===== config.mk =====
export PLATFORM = sky130hd
export DESIGN_NAME = bhl_panel
export DESIGN_NICKNAME = d
export VERILOG_FILES = /design/src/bhl_pkg.sv /design/src/bhl_blink.sv /design/src/bhl_panel.sv
export SDC_FILE = /design/constraint.sdc
export NUM_CORES = 1
export LEC_CHECK = 0
export ABC_AREA = 1
export BUFFER_PORTS_ARGS = -buffer_cell sky130_fd_sc_hd__buf_2
export CAP_MARGIN = 20
export CORE_MARGIN = 2
export CORE_UTILIZATION = 30
export CTS_BUF_LIST = sky130_fd_sc_hd__clkbuf_16
export DETAILED_ROUTE_END_ITERATION = 6
export HOLD_SLACK_MARGIN = 0.06
export PLACE_DENSITY = 0.52
export SLEW_MARGIN = 40
export SYNTH_ARGS = -nofsm -noshare
export SYNTH_HDL_FRONTEND = slang
export SYNTH_HIERARCHICAL = 1
export SYNTH_SLANG_ARGS = --single-unit

===== constraint.sdc =====
create_clock -name clk -period 3.92 [get_ports clk]
set_clock_uncertainty 0.1 [all_clocks]
set_input_delay 0.196 -clock clk [delete_from_list [all_inputs] [get_ports clk]]
set_output_delay 0.196 -clock clk [all_outputs]
set_load 0.02 [all_outputs]

===== src/bhl_pkg.sv =====
package bhl_pkg;
    // ****************************************************************
    // timing
    // ****************************************************************
    localparam int unsigned CLK_HZ      = 250_000_000;
    localparam int unsigned TICK_MS     = 100;                        // hold resolution
    localparam int unsigned TICK_CYC    = CLK_HZ / 1000 * TICK_MS;
    localparam int unsigned DEB_MS      = 10;                         // debounce time
    localparam int unsigned DEB_CYC     = CLK_HZ / 1000 * DEB_MS;
    localparam int unsigned TPS         = 1000 / TICK_MS;             // ticks per second

    // hold brackets in ticks
    localparam logic [9:0] T_REBOOT_LO  = 10'(5 * TPS);
    localparam logic [9:0] T_ACCESS_LO  = 10'(15 * TPS);
    localparam logic [9:0] T_ACCESS_HI  = 10'(18 * TPS);
    localparam logic [9:0] T_FACT_LO    = 10'(30 * TPS);
    localparam logic [9:0] T_FACT_HI    = 10'(33 * TPS);
    localparam logic [9:0] T_HOLD_MAX   = 10'h3ff;

    // blink periods in ticks (full period)
    localparam logic [4:0] P_SLOW       = 5'(10);                     // 1 s slow flash
    localparam logic [4:0] P_FAST       = 5'(4);                      // 0.4 s fast flash
    localparam logic [4:0] P_ALT_FAST   = 5'(3);                      // about 3 per second
    localparam logic [4:0] P_SLEEP      = 5'(30);                     // 3 s sleep flash
    localparam logic [4:0] SLEEP_ON     = 5'(1);                      // sleep flash width

    // ****************************************************************
    // led colour codes {red, green}
    // ****************************************************************
    localparam logic [1:0] LED_OFF      = 2'h0;
    localparam logic [1:0] LED_GREEN    = 2'h1;
    localparam logic [1:0] LED_RED      = 2'h2;
    localparam logic [1:0] LED_YELLOW   = 2'h3;

    // ****************************************************************
    // interrupt status bits
    // ****************************************************************
    localparam int unsigned EV_REBOOT   = 0;
    localparam int unsigned EV_ACCESS   = 1;
    localparam int unsigned EV_FACTORY  = 2;
    localparam int unsigned EV_PURGE    = 3;
    localparam int unsigned EV_NONE     = 4;
    localparam int unsigned EV_W        = 5;

    // ****************************************************************
    // register map (word offsets on the plain port)
    // ****************************************************************
    localparam logic [3:0] A_STATUS     = 4'h0;                       // r: sticky events, w1c
    localparam logic [3:0] A_MASK       = 4'h1;                       // rw
    localparam logic [3:0] A_FLAGS      = 4'h2;                       // rw: firmware flags
    localparam logic [3:0] A_HOLD       = 4'h3;                       // r: live hold ticks
    localparam logic [4:0] MASK_RST     = 5'h00;
    localparam logic [9:0] FLAGS_RST    = 10'h000;

    // firmware flag bit positions
    localparam int unsigned F_OS_OK     = 0;
    localparam int unsigned F_ALARM     = 1;
    localparam int unsigned F_EMERG     = 2;
    localparam int unsigned F_LOCKOUT   = 3;
    localparam int unsigned F_DISC      = 4;
    localparam int unsigned F_DONE      = 5;
    localparam int unsigned F_GPS_FIT   = 6;
    localparam int unsigned F_SAVE      = 7;
    localparam int unsigned F_SLEEP     = 8;
    localparam int unsigned F_PWR_OK    = 9;
    localparam int unsigned FLAGS_W     = 10;

    // hold phases
    typedef enum logic [4:0] {
        PH_IDLE   = 5'h01,
        PH_DARK   = 5'h02,
        PH_REBOOT = 5'h04,
        PH_ACCESS = 5'h08,
        PH_FACT   = 5'h10
    } bhl_phase_t;
endpackage


===== src/bhl_blink.sv =====
`timescale 1ns/100ps
`default_nettype none
// ********************************************************************
// free running blink phase counter on the shared tick
// ********************************************************************
module bhl_blink #(
    parameter logic [4:0] PERIOD = 5'(10),
    parameter logic [4:0] ON_LEN = 5'(5)
) (
    input  wire logic clk,     // system clock
    input  wire logic arst_n,  // async reset, low
    input  wire logic tick,    // prescaled tick
    output logic      lit      // high during on part
);
    logic [4:0] cnt_ff;

    // wraps at the period; on part is the first ON_LEN ticks
    always_ff @(posedge clk or negedge arst_n) begin
        if (!arst_n) begin
            cnt_ff <= 5'h00;
        end else if (tick) begin
            cnt_ff <= (cnt_ff >= PERIOD - 5'h01) ? 5'h00 : cnt_ff + 5'h01;
        end
    end

    assign lit = (cnt_ff < ON_LEN);
endmodule
`default_nettype wire


===== src/bhl_panel.sv =====
// The plain strobed port and the address map are this design's own decisions.
`timescale 1ns/100ps
`default_nettype none
module bhl_panel #(
    parameter int unsigned TICK_CYC = bhl_pkg::TICK_CYC,
    parameter int unsigned DEB_CYC  = bhl_pkg::DEB_CYC
) (
    input  wire logic        clk,          // 250 MHz system clock
    input  wire logic        arst_n,       // async reset, low
    input  wire logic        button_n,     // reset button pin, low when pressed
    input  wire logic        tx_active,    // transmitter sending
    input  wire logic        gps_sync,     // timing module synchronised
    input  wire logic        rx_lock,      // receiver locked to a packet
    input  wire logic        rx_strong,    // channel above -80 dBm
    input  wire logic [3:0]  reg_addr,     // register word address
    input  wire logic [31:0] reg_wdata,    // write data
    input  wire logic        reg_wr,       // write strobe
    input  wire logic        reg_rd,       // read strobe
    output logic      [31:0] reg_rdata,    // read data, cycle after strobe
    output logic             irq,          // level interrupt
    output logic             do_reboot,    // pulse: reboot
    output logic             do_access,    // pulse: restore access defaults
    output logic             do_factory,   // pulse: restore factory settings
    output logic             do_purge,     // pulse: full erase
    output logic      [1:0]  status_led,   // {red, green}
    output logic      [1:0]  tx_led,       // {red, green}
    output logic      [1:0]  rx_led,       // {red, green}
    output logic             power_led     // green
);
    // ****************************************************************
    // prescaler
    // ****************************************************************
    logic [31:0] pre_ff;
    logic        tick;

    // one tick per hold resolution step
    always_ff @(posedge clk or negedge arst_n) begin
        if (!arst_n) begin
            pre_ff <= 32'h0;
        end else begin
            pre_ff <= (pre_ff == TICK_CYC - 1) ? 32'h0 : pre_ff + 32'h1;
        end
    end
    assign tick = (pre_ff == TICK_CYC - 1);

    // ****************************************************************
    // button synchroniser and debounce
    // ****************************************************************
    logic        sync1_ff;
    logic        sync2_ff;
    logic        press_ff;
    logic [31:0] deb_ff;

    // two flops before anything looks at the pin
    always_ff @(posedge clk or negedge arst_n) begin
        if (!arst_n) begin
            sync1_ff <= 1'b0;
            sync2_ff <= 1'b0;
        end else begin
            sync1_ff <= ~button_n;
            sync2_ff <= sync1_ff;
        end
    end

    // a change must stand for the debounce time; contact bounce restarts it
    always_ff @(posedge clk or negedge arst_n) begin
        if (!arst_n) begin
            press_ff <= 1'b0;
            deb_ff   <= 32'h0;
        end else if (sync2_ff == press_ff) begin
            deb_ff <= 32'h0;
        end else if (deb_ff == DEB_CYC - 1) begin
            press_ff <= sync2_ff;
            deb_ff   <= 32'h0;
        end else begin
            deb_ff <= deb_ff + 32'h1;
        end
    end

    // ****************************************************************
    // hold timer and phase
    // ****************************************************************
    logic [9:0]          hold_ff;
    logic                press_d_ff;
    logic                release_ev;
    bhl_pkg::bhl_phase_t phase;
    logic [9:0]          flags_ff;
    logic                lockout;

    assign lockout    = flags_ff[bhl_pkg::F_LOCKOUT];
    assign release_ev = press_d_ff & ~press_ff;

    // counts ticks while held; saturates so a very long hold stays out of range
    always_ff @(posedge clk or negedge arst_n) begin
        if (!arst_n) begin
            hold_ff    <= 10'h000;
            press_d_ff <= 1'b0;
        end else begin
            press_d_ff <= press_ff;
            if (!press_ff) begin
                hold_ff <= 10'h000;
            end else if (tick && hold_ff != bhl_pkg::T_HOLD_MAX) begin
                hold_ff <= hold_ff + 10'h001;
            end
        end
    end

    // bracket decode, used for both the led and the release action
    function automatic bhl_pkg::bhl_phase_t bracket(input logic [9:0] t,
                                                    input logic       lock);
        if (t < bhl_pkg::T_REBOOT_LO) begin
            return bhl_pkg::PH_DARK;
        end else if (t < bhl_pkg::T_ACCESS_LO) begin
            return bhl_pkg::PH_REBOOT;
        end else if (t < bhl_pkg::T_ACCESS_HI) begin
            return bhl_pkg::PH_ACCESS;
        end else if (!lock && t >= bhl_pkg::T_FACT_LO && t < bhl_pkg::T_FACT_HI) begin
            return bhl_pkg::PH_FACT;
        end else begin
            return bhl_pkg::PH_IDLE;
        end
    endfunction

    // the phase while released is idle; while held, the bracket reached
    always_comb begin
        phase = bhl_pkg::PH_IDLE;
        if (press_ff) begin
            phase = bracket(hold_ff, lockout);
        end
    end

    // ****************************************************************
    // release actions
    // ****************************************************************
    bhl_pkg::bhl_phase_t rel_ph;
    assign rel_ph = bracket(hold_ff, lockout);

    // one pulse on release, chosen from the bracket the hold ended in
    always_ff @(posedge clk or negedge arst_n) begin
        if (!arst_n) begin
            do_reboot  <= 1'b0;
            do_access  <= 1'b0;
            do_factory <= 1'b0;
            do_purge   <= 1'b0;
        end else begin
            do_reboot  <= 1'b0;
            do_access  <= 1'b0;
            do_factory <= 1'b0;
            do_purge   <= 1'b0;
            if (release_ev) begin
                case (rel_ph)
                    bhl_pkg::PH_REBOOT: do_reboot  <= 1'b1;
                    bhl_pkg::PH_ACCESS: begin
                        do_access <= ~lockout;
                        do_purge  <= lockout;
                    end
                    bhl_pkg::PH_FACT:   do_factory <= 1'b1;
                    default:            ;
                endcase
            end
        end
    end

    // ****************************************************************
    // blink sources
    // ****************************************************************
    logic bl_slow;
    logic bl_fast;
    logic bl_alt;
    logic bl_sleep;

    bhl_blink #(.PERIOD(bhl_pkg::P_SLOW), .ON_LEN(bhl_pkg::P_SLOW >> 1)) u_slow (
        .clk    (clk),
        .arst_n (arst_n),
        .tick   (tick),
        .lit    (bl_slow)
    );
    bhl_blink #(.PERIOD(bhl_pkg::P_FAST), .ON_LEN(bhl_pkg::P_FAST >> 1)) u_fast (
        .clk    (clk),
        .arst_n (arst_n),
        .tick   (tick),
        .lit    (bl_fast)
    );
    // odd period: about three swaps per second is all that is needed
    bhl_blink #(.PERIOD(bhl_pkg::P_ALT_FAST), .ON_LEN(5'(1))) u_alt (
        .clk    (clk),
        .arst_n (arst_n),
        .tick   (tick),
        .lit    (bl_alt)
    );
    bhl_blink #(.PERIOD(bhl_pkg::P_SLEEP), .ON_LEN(bhl_pkg::SLEEP_ON)) u_sleep (
        .clk    (clk),
        .arst_n (arst_n),
        .tick   (tick),
        .lit    (bl_sleep)
    );

    // ****************************************************************
    // led drivers
    // ****************************************************************
    logic [1:0] nxt_status;
    logic [1:0] nxt_tx;
    logic [1:0] nxt_rx;
    logic       nxt_power;

    // status priority: button, emergency, disc, alarm, running
    always_comb begin
        nxt_status = bhl_pkg::LED_OFF;
        case (phase)
            bhl_pkg::PH_DARK:   nxt_status = bhl_pkg::LED_OFF;
            bhl_pkg::PH_REBOOT: nxt_status = bl_slow ? bhl_pkg::LED_GREEN
                                                     : bhl_pkg::LED_OFF;
            bhl_pkg::PH_ACCESS: nxt_status = bl_fast ? bhl_pkg::LED_GREEN
                                                     : bhl_pkg::LED_OFF;
            bhl_pkg::PH_FACT:   nxt_status = bl_fast ? bhl_pkg::LED_RED
                                                     : bhl_pkg::LED_OFF;
            default: begin
                if (press_ff) begin
                    nxt_status = bhl_pkg::LED_OFF;
                end else if (flags_ff[bhl_pkg::F_EMERG]) begin
                    nxt_status = bl_fast ? bhl_pkg::LED_RED : bhl_pkg::LED_OFF;
                end else if (flags_ff[bhl_pkg::F_DISC] && flags_ff[bhl_pkg::F_DONE]) begin
                    nxt_status = bl_alt ? bhl_pkg::LED_RED : bhl_pkg::LED_GREEN;
                end else if (flags_ff[bhl_pkg::F_DISC]) begin
                    nxt_status = bl_slow ? bhl_pkg::LED_RED : bhl_pkg::LED_GREEN;
                end else if (flags_ff[bhl_pkg::F_ALARM]) begin
                    nxt_status = bhl_pkg::LED_RED;
                end else if (flags_ff[bhl_pkg::F_OS_OK]) begin
                    nxt_status = bhl_pkg::LED_GREEN;
                end
            end
        endcase
    end

    // radio leds: transmit beats the timing blink, lock beats strong signal
    always_comb begin
        nxt_tx = bhl_pkg::LED_OFF;
        if (tx_active) begin
            nxt_tx = bhl_pkg::LED_RED;
        end else if (flags_ff[bhl_pkg::F_GPS_FIT] && gps_sync && bl_slow) begin
            nxt_tx = bhl_pkg::LED_GREEN;
        end
        nxt_rx = bhl_pkg::LED_OFF;
        if (rx_lock) begin
            nxt_rx = bhl_pkg::LED_GREEN;
        end else if (rx_strong) begin
            nxt_rx = bhl_pkg::LED_YELLOW;
        end
        nxt_power = 1'b0;
        if (flags_ff[bhl_pkg::F_SLEEP]) begin
            nxt_power = bl_sleep;
        end else if (flags_ff[bhl_pkg::F_SAVE]) begin
            nxt_power = bl_slow;
        end else begin
            nxt_power = flags_ff[bhl_pkg::F_PWR_OK];
        end
    end

    // registered so the pins never glitch
    always_ff @(posedge clk or negedge arst_n) begin
        if (!arst_n) begin
            status_led <= bhl_pkg::LED_OFF;
            tx_led     <= bhl_pkg::LED_OFF;
            rx_led     <= bhl_pkg::LED_OFF;
            power_led  <= 1'b0;
        end else begin
            status_led <= nxt_status;
            tx_led     <= nxt_tx;
            rx_led     <= nxt_rx;
            power_led  <= nxt_power;
        end
    end

    // ****************************************************************
    // registers and interrupt
    // ****************************************************************
    logic [4:0] stat_ff;
    logic [4:0] mask_ff;
    logic [4:0] ev;

    assign ev[bhl_pkg::EV_REBOOT]  = do_reboot;
    assign ev[bhl_pkg::EV_ACCESS]  = do_access;
    assign ev[bhl_pkg::EV_FACTORY] = do_factory;
    assign ev[bhl_pkg::EV_PURGE]   = do_purge;
    assign ev[bhl_pkg::EV_NONE]    = release_ev & (rel_ph == bhl_pkg::PH_IDLE
                                                   || rel_ph == bhl_pkg::PH_DARK);

    // sticky status: a new event wins over a write-one-to-clear
    always_ff @(posedge clk or negedge arst_n) begin
        if (!arst_n) begin
            stat_ff <= 5'h00;
        end else begin
            stat_ff <= (stat_ff & ~((reg_wr && reg_addr == bhl_pkg::A_STATUS)
                                    ? reg_wdata[4:0] : 5'h00)) | ev;
        end
    end

    // software written mask and firmware flags
    always_ff @(posedge clk or negedge arst_n) begin
        if (!arst_n) begin
            mask_ff  <= bhl_pkg::MASK_RST;
            flags_ff <= bhl_pkg::FLAGS_RST;
        end else if (reg_wr) begin
            if (reg_addr == bhl_pkg::A_MASK) begin
                mask_ff <= reg_wdata[4:0];
            end
            if (reg_addr == bhl_pkg::A_FLAGS) begin
                flags_ff <= reg_wdata[9:0];
            end
        end
    end

    // read data stands only in the cycle after the strobe; unmapped reads zero
    always_ff @(posedge clk or negedge arst_n) begin
        if (!arst_n) begin
            reg_rdata <= 32'h0;
        end else if (reg_rd) begin
            case (reg_addr)
                bhl_pkg::A_STATUS: reg_rdata <= {27'h0, stat_ff};
                bhl_pkg::A_MASK:   reg_rdata <= {27'h0, mask_ff};
                bhl_pkg::A_FLAGS:  reg_rdata <= {22'h0, flags_ff};
                bhl_pkg::A_HOLD:   reg_rdata <= {21'h0, press_ff, hold_ff};
                default:           reg_rdata <= 32'h0;
            endcase
        end else begin
            reg_rdata <= 32'h0;
        end
    end

    assign irq = |(stat_ff & mask_ff);
endmodule
`default_nettype wire


# Word-level counts from Yosys, hierarchy flattened
# Cells that the tools add are included.
[classes]
n_reduce_logical = 14
bitwise_logic = 10
addsub = 7
eq_ne = 17
mux = 43
n_lt_le_gt_ge = 13
[ops]
columns = ["operator", "n"]
rows = [
  ["32-bit 2-to-1 mux", 4],
  ["32-bit by 1-bit adder with 32-bit output, second input constant", 2],
  ["5-bit 2-to-1 mux", 10],
  ["11-bit one-hot mux with 4 select lines", 1],
  ["32-bit by 22-bit equality test with 1-bit output, second input constant", 1],
  ["32-bit by 25-bit equality test with 1-bit output, second input constant", 1],
  ["2-bit 2-to-1 mux", 11],
  ["5-bit by 1-bit adder with 5-bit output, second input constant", 4],
  ["10-bit by 8-bit < comparator with 1-bit output, second input constant", 2],
  ["10-bit 2-to-1 mux", 2],
  ["1-bit 2-to-1 mux", 14],
  ["10-bit by 1-bit adder with 10-bit output, second input constant", 1],
  ["5-bit bitwise AND", 2],
  ["5-bit by 2-bit equality test with 1-bit output, second input constant", 2],
  ["5-bit by 3-bit equality test with 1-bit output, second input constant", 2],
  ["5-bit by 4-bit equality test with 1-bit output, second input constant", 2],
  ["5-bit equality test, second input constant", 2],
  ["10-bit by 9-bit greater-or-equal comparator with 1-bit output, second input constant", 1],
  ["5-bit by 2-bit greater-or-equal comparator with 1-bit output, second input constant", 2],
  ["10-bit by 6-bit < comparator with 1-bit output, second input constant", 1],
  ["10-bit by 9-bit < comparator with 1-bit output, second input constant", 1],
  ["5-bit by 1-bit < comparator with 1-bit output, second input constant", 2],
  ["10-bit != test, second input constant", 1],
  ["4-bit by 2-bit equality test with 1-bit output, second input constant", 2],
  ["19 further kinds", 31],
]
[word_totals]
register_bits = 161
word_cells = 127
output_inout_bits = 44

# Longest topological paths before layout
# Gate-level depths: netlist of run 1.
[logic_depth]
ltp_word = 11
depth_mapped = 11

# Cells and area by module
# Netlist of run 1, hierarchy kept.
[by_module_without_submodules]
columns = ["module", "cells_each", "area_each_um2", "instances", "seq_area_each_um2"]
rows = [
  ["bhl_panel", 942, 6850.3, 1, 3002.9],
  ["bhl_blink (u_sleep)", 44, 316.6, 1, 125.1],
  ["bhl_blink (u_alt)", 35, 302.8, 1, 125.1],
  ["bhl_blink (u_slow)", 41, 290.3, 1, 125.1],
  ["bhl_blink (u_fast)", 28, 226.5, 1, 125.1],
]

# Worst setup path before layout of run 1
# Ideal clock, no wire load.
[synth_timing]
path_type = "reg2reg"
startpoint = "register pre_ff[0]"
endpoint = "register u_sleep.cnt_ff[2]"
slack_ns = 1.045
setup_time_ns = 0.115
stages_incl_launch_ff = 8
t_required_ns = 3.705
path_buffers = 0
arrival_ns = 2.661
cell_sequence = "dfrtp_1 ha_1 nand2_1 nor4_1 nand2_1 xor2_1 nand2_1 inv_1"
[synth_between]
elab_chain_len = 1
[synth_lines]
columns = ["item", "line_no", "rtl"]
rows = [
  ["start: declaration", "bhl_panel.sv:33", "logic [31:0] pre_ff;"],
  ["start signal: assignment", "bhl_panel.sv:41", "pre_ff <= (pre_ff == TICK_CYC - 1) ? 32'h0 : pre_ff + 32'h1;"],
  ["32-bit by 25-bit equality test with 1-bit output", "bhl_panel.sv:44", "assign tick = (pre_ff == TICK_CYC - 1);"],
  ["via tick", "bhl_panel.sv:34", "logic tick;"],
  ["end signal: assignment", "bhl_blink.sv:22", "cnt_ff <= (cnt_ff >= PERIOD - 5'h01) ? 5'h00 : cnt_ff + 5'h01;"],
  ["end: declaration", "bhl_blink.sv:15", "logic [4:0] cnt_ff;"],
]
# The timed path passes the listed nets, and every way through them passes these cells.
# A chain may end at the register's enable or synchronous reset.

# Worst setup path in the final report of run 1
# Same ends and word-level chain as after synthesis.

==> results of run 1 <==
[state kept, by name (all words and copies together), names as in the netlist, 2 cells and up]
name	flops
reg_rdata	11
u_alt/cnt_ff	5
rx_led	2
pre_ff	32
mask_ff	5
status_led	2
tx_led	2
stat_ff	5
u_fast/cnt_ff	5
u_slow/cnt_ff	5
deb_ff	32
u_sleep/cnt_ff	5
hold_ff	10
flags_ff	10
[layout by cell type (no fill, tap or decap), types with 10 or more instances in the layout]
cell	count
a21o_1	10
buf_2	44
clkbuf_16	17
conb_1	21
dfrtp_1	139
dlygate4sd3_1	17
ha_1	11
inv_1	125
nand2_1	291
nand3_1	77
nand4_1	19
nor2_1	226
nor3_1	11
o21ai_0	22
xnor2_1	11
xor2_1	31
[layout make-up]
cell class                 count  area (um2)
multi-input combinational    799        3810
clock inverter                15       209.0
sequential                   140        3505
timing repair buffer          64       429.2
inverter                     133       499.2
tap                          335       419.2
clock buffer                  17       425.4
fill                        2802       16840
[timing repair]
| action | in CTS | in global routing |
|---|---|---|
| hold buffers | 17 | 0 |
| setup buffers | 0 | 0 |
| endpoints found under the hold margin | 94 | 0 |
[worst paths after layout]
kind / to / cells past startpoint
worst max-delay path: u_sleep/cnt_ff[2] / 8
worst min-delay path: reg_rdata[8] / 4
worst max register to register: u_sleep/cnt_ff[2] / 8
worst min register to register: sync2_ff / 0
max in group asynchronous: pre_ff[17] / 3
min in group asynchronous: deb_ff[17] / 2
[cells in the mapped netlist (4+ instances only)]
library cell,count
mux2_2,5
o21ai_0,22
a21oi_1,8
nand2_1,291
a21o_1,10
inv_1,124
ha_1,11
o21bai_1,4
nor2_1,226
xor2_1,31
clkbuf_1,4
buf_2,9
nand3_1,77
nand2_2,4
o21ai_1,7
nor2_2,8
inv_2,7
o22ai_1,7
dfrtp_1,140
nor2_4,8
xnor2_1,11
nor3_1,11
nand4_1,19
buf_4,21
[critical path: stages, from the launching register on]
cell and delay [ps]:
dfrtp_1 440, ha_1 330, nand2_1 190, nor4_2 270, buf_4 310, nand2_1 150
xor2_1 170, nand2_1 70, inv_1 30
[power by group]
| part | leakage (nW) | switching, mW | total [mW] | internal [mW] |
|---|---|---|---|---|
| Sequential | 1.89 | 0.0349 | 1.54 | 1.51 |
| Clock | 0.308 | 0.701 | 1.78 | 1.08 |
| Combinational | 2.26 | 0.163 | 0.245 | 0.0825 |
[layer usage]
layer,track usage [%],wire length [um]
met2,23.58,8999
met4,4.612,272
met5,0,14
met3,2.529,720
met1,20.11,9416
[metrics by stage]
stage	hold WS [ps]	worst slack [ps]	instance area (um2)
2_1_floorplan	-199.6	1045	8061
3_3_place_gp	158.4	1743	8491
3_5_place_dp	163.5	1762	8491
4_1_cts	65.40	1731	9295
5_1_grt	97.72	1456	9296
6_report	89.67	1743	9296
[kinds of logic after synthesis]
| group | Yosys count | share of synthesized area [%] |
|---|---|---|
| AO/OA/AOI/OAI | 64 | 4.825 |
| XOR/XNOR | 42 | 4.606 |
| AND/OR/NAND/NOR | 656 | 34.78 |
| adder cells (fa/ha/maj) | 11 | 1.723 |
| flip-flops | 140 | 43.87 |
| buffers and inverters | 171 | 9.447 |
| multiplexers | 5 | 0.7049 |
| other | 1 | 0.04695 |
==> impl_metrics.toml, run 1 <==
[cts]
cts_buffer_depth = 2
htree_levels = 4
tritoncts = "built"
clkSinkCount = 140
path_clk_slew_ps = 60
clk_latency_ps = 430
cts_resized = 0
clk_root_buffer_cell = "clkbuf_16"
cts_buffers = 17

[logic_synthesis]
yosysTopAreaCellShare_pct = 43.87
ys.flop_type = "dfrtp_1"
yosys.area.top_type = "dfrtp_1"
async_flop_share_pct = 100.0
synthCells = 1090
synthesis.area_mm2 = 0.007986
ys_seq_area_share_pct = 43.87
ys_warn_count = 6
ys_seq_elements = 140
synth.avg_cell_area_um2 = 7.327
synthDistinctLibCells = 41
synth_edf_count = 0
synth_area_leaders = "dfrtp_1 (44%), nand2_1 (14%), nor2_1 (11%)"

[timing]
finalSetupViolCount = 0
relSlewSlack_pct = 51.66
worst_pin_slew_ps = 724.2
slew_violations = 0
hold_viol = 0
post-route-period-util_pct = 55.55
rsz0062_at_grt = "no"
max_freq_ghz = 0.4593
setup_tns_ps = 0
fin_crit_ps = 2177

[cells_and_area]
area.growth.synth_to_final_pct = 16.40
utilization_pct = 35.57
nets = 1211
diodes = 0
fin_cells = 1503
drive_gt1_share_pct = 10.45

[power]
p_leak_nw = 4.457
ir_drop_mv = 0.2027
p_per_area_mw_per_mm2 = 383.7
p_total_mw = 3.567

[drt]
viasPerCell = 4.478
post_drt_wl_per_cell_um = 12.92
finalWirelength_mm = 19.42
route.detailed.drc = 8
ant_nets = 0
vias = 6731
drt-initial-drc-count = 409
drtPass1Iterations = 7

[placed_design]
detailed_place_hpwl_mm = 14.11
io_buffers = 45
dp.cells = 1454
gp_congestion = 0.8772

[floorplan]
core_mm2 = 0.02613
die-area_mm2 = 0.02794
initial_core_util_pct = 30.56
io_pins = 89
die_y_um = 167.2
die_x_um = 167.2
rows = 59

[critical_path]
r2r-start = "pre_ff[0]"
ff2ff_setup_slack_ps = 1740
path_class = "reg -> reg"
startpoint_type = "flop"
end_kind = "flop"
worstPathArrival_ps = 2390
critPathMaxFanout = 24
critPathLaunch = "pre_ff[0]"
crit_required_ps = 4130

[global_routing]
grt_pass1_wl_mm = 32.61
grt_max_degree = 72
grt_pass1_vias = 6520
antenna_found_initial = 1
grt_overflow_total = 0
grt_usage_pct = 14.63

[hold_path]
hold_start = "reg_addr[2]"
min_path_type = "in -> reg"

[run_status]
violations = "DRC"
status = "finished with violations"

[run]
cap_viol_max_count = 0
Note: power is estimated with default switching activity, not from simulation.
==> inputs of run 2 (changes only) <==
--- a/config.mk
+++ b/config.mk
@@ -5,7 +5,7 @@
 export SDC_FILE = /design/constraint.sdc
 export NUM_CORES = 1
 export LEC_CHECK = 0
-export ABC_AREA = 1
+export ABC_AREA = 0
 export BUFFER_PORTS_ARGS = -buffer_cell sky130_fd_sc_hd__buf_2
 export CAP_MARGIN = 20
 export CORE_MARGIN = 2
@@ -13,7 +13,7 @@
 export CTS_BUF_LIST = sky130_fd_sc_hd__clkbuf_16
 export DETAILED_ROUTE_END_ITERATION = 6
 export HOLD_SLACK_MARGIN = 0.06
-export PLACE_DENSITY = 0.52
+export PLACE_DENSITY = 0.53
 export SLEW_MARGIN = 40
 export SYNTH_ARGS = -nofsm -noshare
 export SYNTH_HDL_FRONTEND = slang
==> constraint.sdc (replaced) <==
create_clock -name clk -period 2.19 [get_ports clk]
set_clock_uncertainty 0.1 [all_clocks]
set_input_delay 0.1095 -clock clk [delete_from_list [all_inputs] [get_ports clk]]
set_output_delay 0.1095 -clock clk [all_outputs]
set_load 0.02 [all_outputs]
==> impl_metrics.toml, run 2 <==
[run_status]
status = "finished with violations"
violations = "setup timing"

[timing]
setup_slack_ps = -204.8
worst_pin_slew_ps = 668.1
relSlewSlack_pct = 54.85
whs_ps = 81.62
hold_viol = 0
finalSetupViolCount = 19
max_freq_ghz = 0.4176
rsz0062_at_grt = "yes"
setup_tns_ps = -1644
fin_crit_ps = 2395
post-route-period-util_pct = 109.4
slew_violations = 0

[logic_synthesis]
synthDistinctLibCells = 66
ys_seq_area_share_pct = 51.21
synth.most_common_cell = "dfrtp_1"
ys_seq_elements = 140
async_flop_share_pct = 100.0
ys_warn_count = 6
synth.avg_cell_area_um2 = 10.37
synthTopCellsByCount = "dfrtp_1 (140), nor2_1 (69), nand2_1 (52)"
ys.flop_type = "dfrtp_1"
yosys.area.top_type = "dfrtp_1"
yosysTopAreaCellShare_pct = 51.21
synthCells = 660
synthesis.area_mm2 = 0.006842
synth_area_leaders = "dfrtp_1 (51%), xor2_1 (4.7%), nor2_1 (3.8%)"
synth_edf_count = 0

[floorplan]
die-area_mm2 = 0.02403
die_y_um = 155.0
core_mm2 = 0.02250
initial_core_util_pct = 30.40
rows = 55
die_x_um = 155.0
io_pins = 89

[cells_and_area]
final_common_cell = "dfrtp_1"
diodes = 0
multiInputGateArea_mm2 = 0.003268
area.growth.synth_to_final_pct = 31.58
fin_cells = 1106
final_cell_mix = "dfrtp_1 (140), buf_4 (74), nor2_1 (69)"
top_regs = "deb_ff (32), pre_ff (32), reg_rdata (11)"
drive_gt1_share_pct = 27.53
nets = 864
seq_area_mm2 = 0.003503
fillers = 2178
fin_area_mm2 = 0.009002

[critical_path]
reg2reg_to = "u_slow/cnt_ff[0]"
startpoint_type = "flop"
worstPathArrival_ps = 2640
critPathMaxFanout = 5
r2r_cells = 7
crit_end = "u_slow/cnt_ff[0]"
ff2ff_setup_slack_ps = -200
critPathLaunch = "pre_ff[0]"
path_class = "reg -> reg"
end_kind = "flop"
crit_required_ps = 2430
r2r-start = "pre_ff[0]"

[drt]
ant_nets = 0
drt-initial-drc-count = 351
drtPass1Iterations = 5
vias = 5218
post_drt_wl_per_cell_um = 13.64
route.detailed.drc = 0
finalWirelength_mm = 15.09
viasPerCell = 4.718

[hold_path]
min_path_type = "in -> async"

[placed_design]
detailed_place_hpwl_mm = 10.09
dp.cells = 1034
gp_congestion = 0.7396
place_area_mm2 = 0.007843
dpl_worst_slack_ps = -179.6
io_buffers = 45

[cts]
htree_levels = 4
clkSinkCount = 140
clk_root_buffer_cell = "clkbuf_16"
cts_buffers = 17
clk_latency_ps = 430
tritoncts = "built"
path_clk_slew_ps = 60
cts_buffer_depth = 2

[global_routing]
grt_pass1_wl_mm = 25.45
grt_max_degree = 54
antenna_found_initial = 0
grt_overflow_total = 0
grt_pass1_vias = 5116
grt_usage_pct = 13.13

[run]
cap_viol_max_count = 0

[power]
p_per_area_mw_per_mm2 = 686.0
ir_drop_mv = 0.4060
p_leak_nw = 4.300
==> run 2: cell count changes in the layout (fill, tap and decap cells not counted), sizes merged, moves of 10 or more <==
cell | previous run | this run
inv | 139 | 22
nand3 | 81 | 34
buf | 47 | 131
nor4 | 1 | 14
and3 | 0 | 20
mux2 | 5 | 22
xnor2 | 11 | 22
nand2 | 296 | 52
and4 | 0 | 13
nor2 | 242 | 69
o21ai | 30 | 19
nor2b | 0 | 10
a22oi | 0 | 11
==> run 2: how the worst min path moves through the flow <==
| stage | end | slack (ps) | cells after the start |
|---|---|---|---|
| finish | pre_ff[3] | 80 | 2 |
| global route | pre_ff[3] | 130 | 2 |
| CTS | reg_rdata[1] | 70 | 4 |
| detailed placement | pre_ff[3] | -30 | 1 |
| global placement | pre_ff[7] | -20 | 1 |
| floorplan | deb_ff[0] | -290 | 0 |
==> run 2: per-layer routing <==
layer,GRT usage [%],part of all wire (%),wire (um)
met1,17.89,50,7485
met2,20.32,46,6980
met3,3.036,3.0,459
met4,5.071,1.1,165
met5,0,0,0
==> run 2: where the power goes <==
group / leakage, nW / total, mW / switching, mW / internal (mW)
combinational: 2.09 / 0.363 / 0.204 / 0.158
sequential: 1.90 / 2.75 / 0.0723 / 2.68
clock: 0.311 / 3.06 / 1.15 / 1.91
==> run 2: layout make-up <==
type	count	area share, %
sequential	140	38.92
multi-input combinational	482	36.30
timing repair buffer	150	13.19
clock buffer	17	4.726
tap	285	3.961
clock inverter	15	2.196
inverter	17	0.7088
==> run 2: cell families (layout without fill, tap and decap cells) <==
group | Yosys count | after routing | synth area share, %
other | 1 | 21 | 0.05481
buffers and inverters | 59 | 199 | 4.535
AND/OR/NAND/NOR | 285 | 286 | 22.50
flip-flops | 140 | 140 | 51.21
AO/OA/AOI/OAI | 79 | 79 | 7.937
XOR/XNOR | 59 | 59 | 7.553
multiplexers | 26 | 26 | 4.206
adder cells (fa/ha/maj) | 11 | 11 | 2.012
==> run 2: through the flow <==
stage          util (%)  total power, mW
2_1_floorplan         -            3.006
3_3_place_gp      34.85            3.142
3_5_place_dp      34.85            3.145
4_1_cts           38.89            6.285
5_1_grt           40.01            6.441
6_report          40.01            6.176
==> run 2: repair_timing <==
action                     CTS  global route
hold endpoints to repair   175             0
setup endpoints to repair   10            32
gates cloned                 1             2
resized for setup           11            38
hold buffers                18             0
pin swaps                    2             9
buffers inserted             7            12
==> run 2: worst max-delay path, cell delays in order (launching register included) <==
cell	delay, ps
dfrtp_1	360
ha_2	200
nand2_2	60
or4_4	530
nor3_4	330
buf_12	170
or4b_1	450
o21ai_1	110
==> inputs of run 3 (changes only) <==
--- a/config.mk
+++ b/config.mk
@@ -8,12 +8,12 @@
 export ABC_AREA = 0
 export BUFFER_PORTS_ARGS = -buffer_cell sky130_fd_sc_hd__buf_2
 export CAP_MARGIN = 20
-export CORE_MARGIN = 2
-export CORE_UTILIZATION = 30
+export CORE_MARGIN = 8
+export CORE_UTILIZATION = 58
 export CTS_BUF_LIST = sky130_fd_sc_hd__clkbuf_16
 export DETAILED_ROUTE_END_ITERATION = 6
 export HOLD_SLACK_MARGIN = 0.06
-export PLACE_DENSITY = 0.53
+export PLACE_DENSITY = 0.86
 export SLEW_MARGIN = 40
 export SYNTH_ARGS = -nofsm -noshare
 export SYNTH_HDL_FRONTEND = slang
==> impl_metrics.toml, run 3 (same netlist as run 2, synthesis figures left out) <==
[timing]
fin_crit_ps = 2346
worst_pin_slew_ps = 552.9
finalSetupViolCount = 30
post-route-period-util_pct = 107.1
rsz0062_at_grt = "yes"
whs_ps = 107.4
slew_violations = 0
setup_slack_ps = -155.6
relSlewSlack_pct = 62.80
setup_tns_ps = -1852
hold_viol = 0
max_freq_ghz = 0.4263

[cells_and_area]
final_cell_mix = "dfrtp_1 (140), nor2_1 (66), buf_4 (59)"
drive_gt1_share_pct = 26.71
diodes = 0
top_regs = "deb_ff (32), pre_ff (32), reg_rdata (11)"
nets = 848
area.growth.synth_to_final_pct = 26.12
final_common_cell = "dfrtp_1"

[power]
p_per_area_mw_per_mm2 = 691.0
p_leak_nw = 4.158
p_total_mw = 5.962
ir_drop_mv = 0.8053

[drt]
ant_nets = 0
drt-initial-drc-count = 524
vias = 5711
viasPerCell = 6.024
route.detailed.drc = 0
drtPass1Iterations = 5
post_drt_wl_per_cell_um = 17.86
finalWirelength_mm = 16.94

[critical_path]
crit_required_ps = 2430
end_kind = "flop"
r2r-start = "pre_ff[1]"
reg2reg_to = "hold_ff[7]"
startpoint_type = "flop"
path_class = "reg -> reg"
ff2ff_setup_slack_ps = -160
critPathMaxFanout = 10
r2r_cells = 6
worstPathArrival_ps = 2590

[run_status]
status = "finished with violations"
violations = "setup timing"

[floorplan]
die_y_um = 124.6
rows = 39
die-area_mm2 = 0.01553
die_x_um = 124.6
io_pins = 89
core_mm2 = 0.01147
initial_core_util_pct = 59.66

[global_routing]
grt_usage_pct = 21.53
grt_max_degree = 86
grt_pass1_wl_mm = 27.77
antenna_found_initial = 0
grt_pass1_vias = 5687
grt_overflow_total = 0

[cts]
clk_root_buffer_cell = "clkbuf_16"
tritoncts = "built"
htree_levels = 4
clk_latency_ps = 430
clkSinkCount = 140
cts_buffer_depth = 2
cts_buffers = 17
path_clk_slew_ps = 60

[placed_design]
io_buffers = 45
dpl_worst_slack_ps = -222.3
gp_congestion = 0.8605
detailed_place_hpwl_mm = 10.18

[run]
cap_viol_max_count = 0

[hold_path]
whs_path_depth = 3
min_path_type = "in -> reg"
min_to = "mask_ff[4]"
hold_start = "reg_wr"
run 3: worst max-delay path: stages, from the launching register on:
cell and delay, ps:
dfrtp_1 360, ha_2 200, nand2_2 60, or4_4 500, or4_4 510, or3_1 390, a21oi_1 140
run 3: how the worst max path moves through the flow:
stage / from / endpoint / slack, ps / cells past startpoint
detailed placement: pre_ff[1] / hold_ff[4] / -220 / 6
CTS: pre_ff[1] / u_slow/cnt_ff[0] / -90 / 8
floorplan: pre_ff[0] / u_slow/cnt_ff[0] / -250 / 9
finish: pre_ff[1] / hold_ff[7] / -160 / 6
global route: pre_ff[1] / hold_ff[4] / -210 / 7
global placement: pre_ff[1] / hold_ff[4] / -140 / 6
run 3: what timing repair did:
action | 4_1_cts | 5_1_grt
endpoints found under the hold margin | 169 | 0
hold buffers | 19 | 0
buffers inserted | 9 | 4
resized for setup | 23 | 27
pin swaps | 5 | 7
setup endpoints to repair | 23 | 63
cloned | 0 | 0
run 3: final cells by class:
type	count	area (um2)
repair buffers	135	1021
clock inverters	15	155.1
clock buffers	17	425.4
multi-input cells	481	3281
inverters	17	63.81
fillers	657	2839
flip-flops and latches	140	3503
well taps	143	178.9
run 3: where the power goes:
part / internal [mW] / switching, mW / leakage, nW / total, mW
Combinational: 0.154 / 0.221 / 1.97 / 0.375
Clock: 1.76 / 1.06 / 0.294 / 2.83
Sequential: 2.68 / 0.0800 / 1.90 / 2.76
Total: 4.60 / 1.36 / 4.16 / 5.96
run 3: through the flow:
| stage | utilization (%) | instances | instance area, um2 |
|---|---|---|---|
| 3_3_place_gp | 66.16 | 885 | 7587 |
| 2_1_floorplan | - | 680 | 6983 |
| 5_1_grt | 75.24 | 948 | 8628 |
| 3_5_place_dp | 66.16 | 885 | 7587 |
| 4_1_cts | 74.17 | 945 | 8506 |
| 6_report | 75.24 | 948 | 8628 |
run 3: routing by layer:
layer | global-route usage [%] | part of all wire (%)
met5 | 0 | 0
met4 | 10.42 | 3.3
met3 | 4.681 | 5.1
met2 | 36.93 | 51
met1 | 25.05 | 41
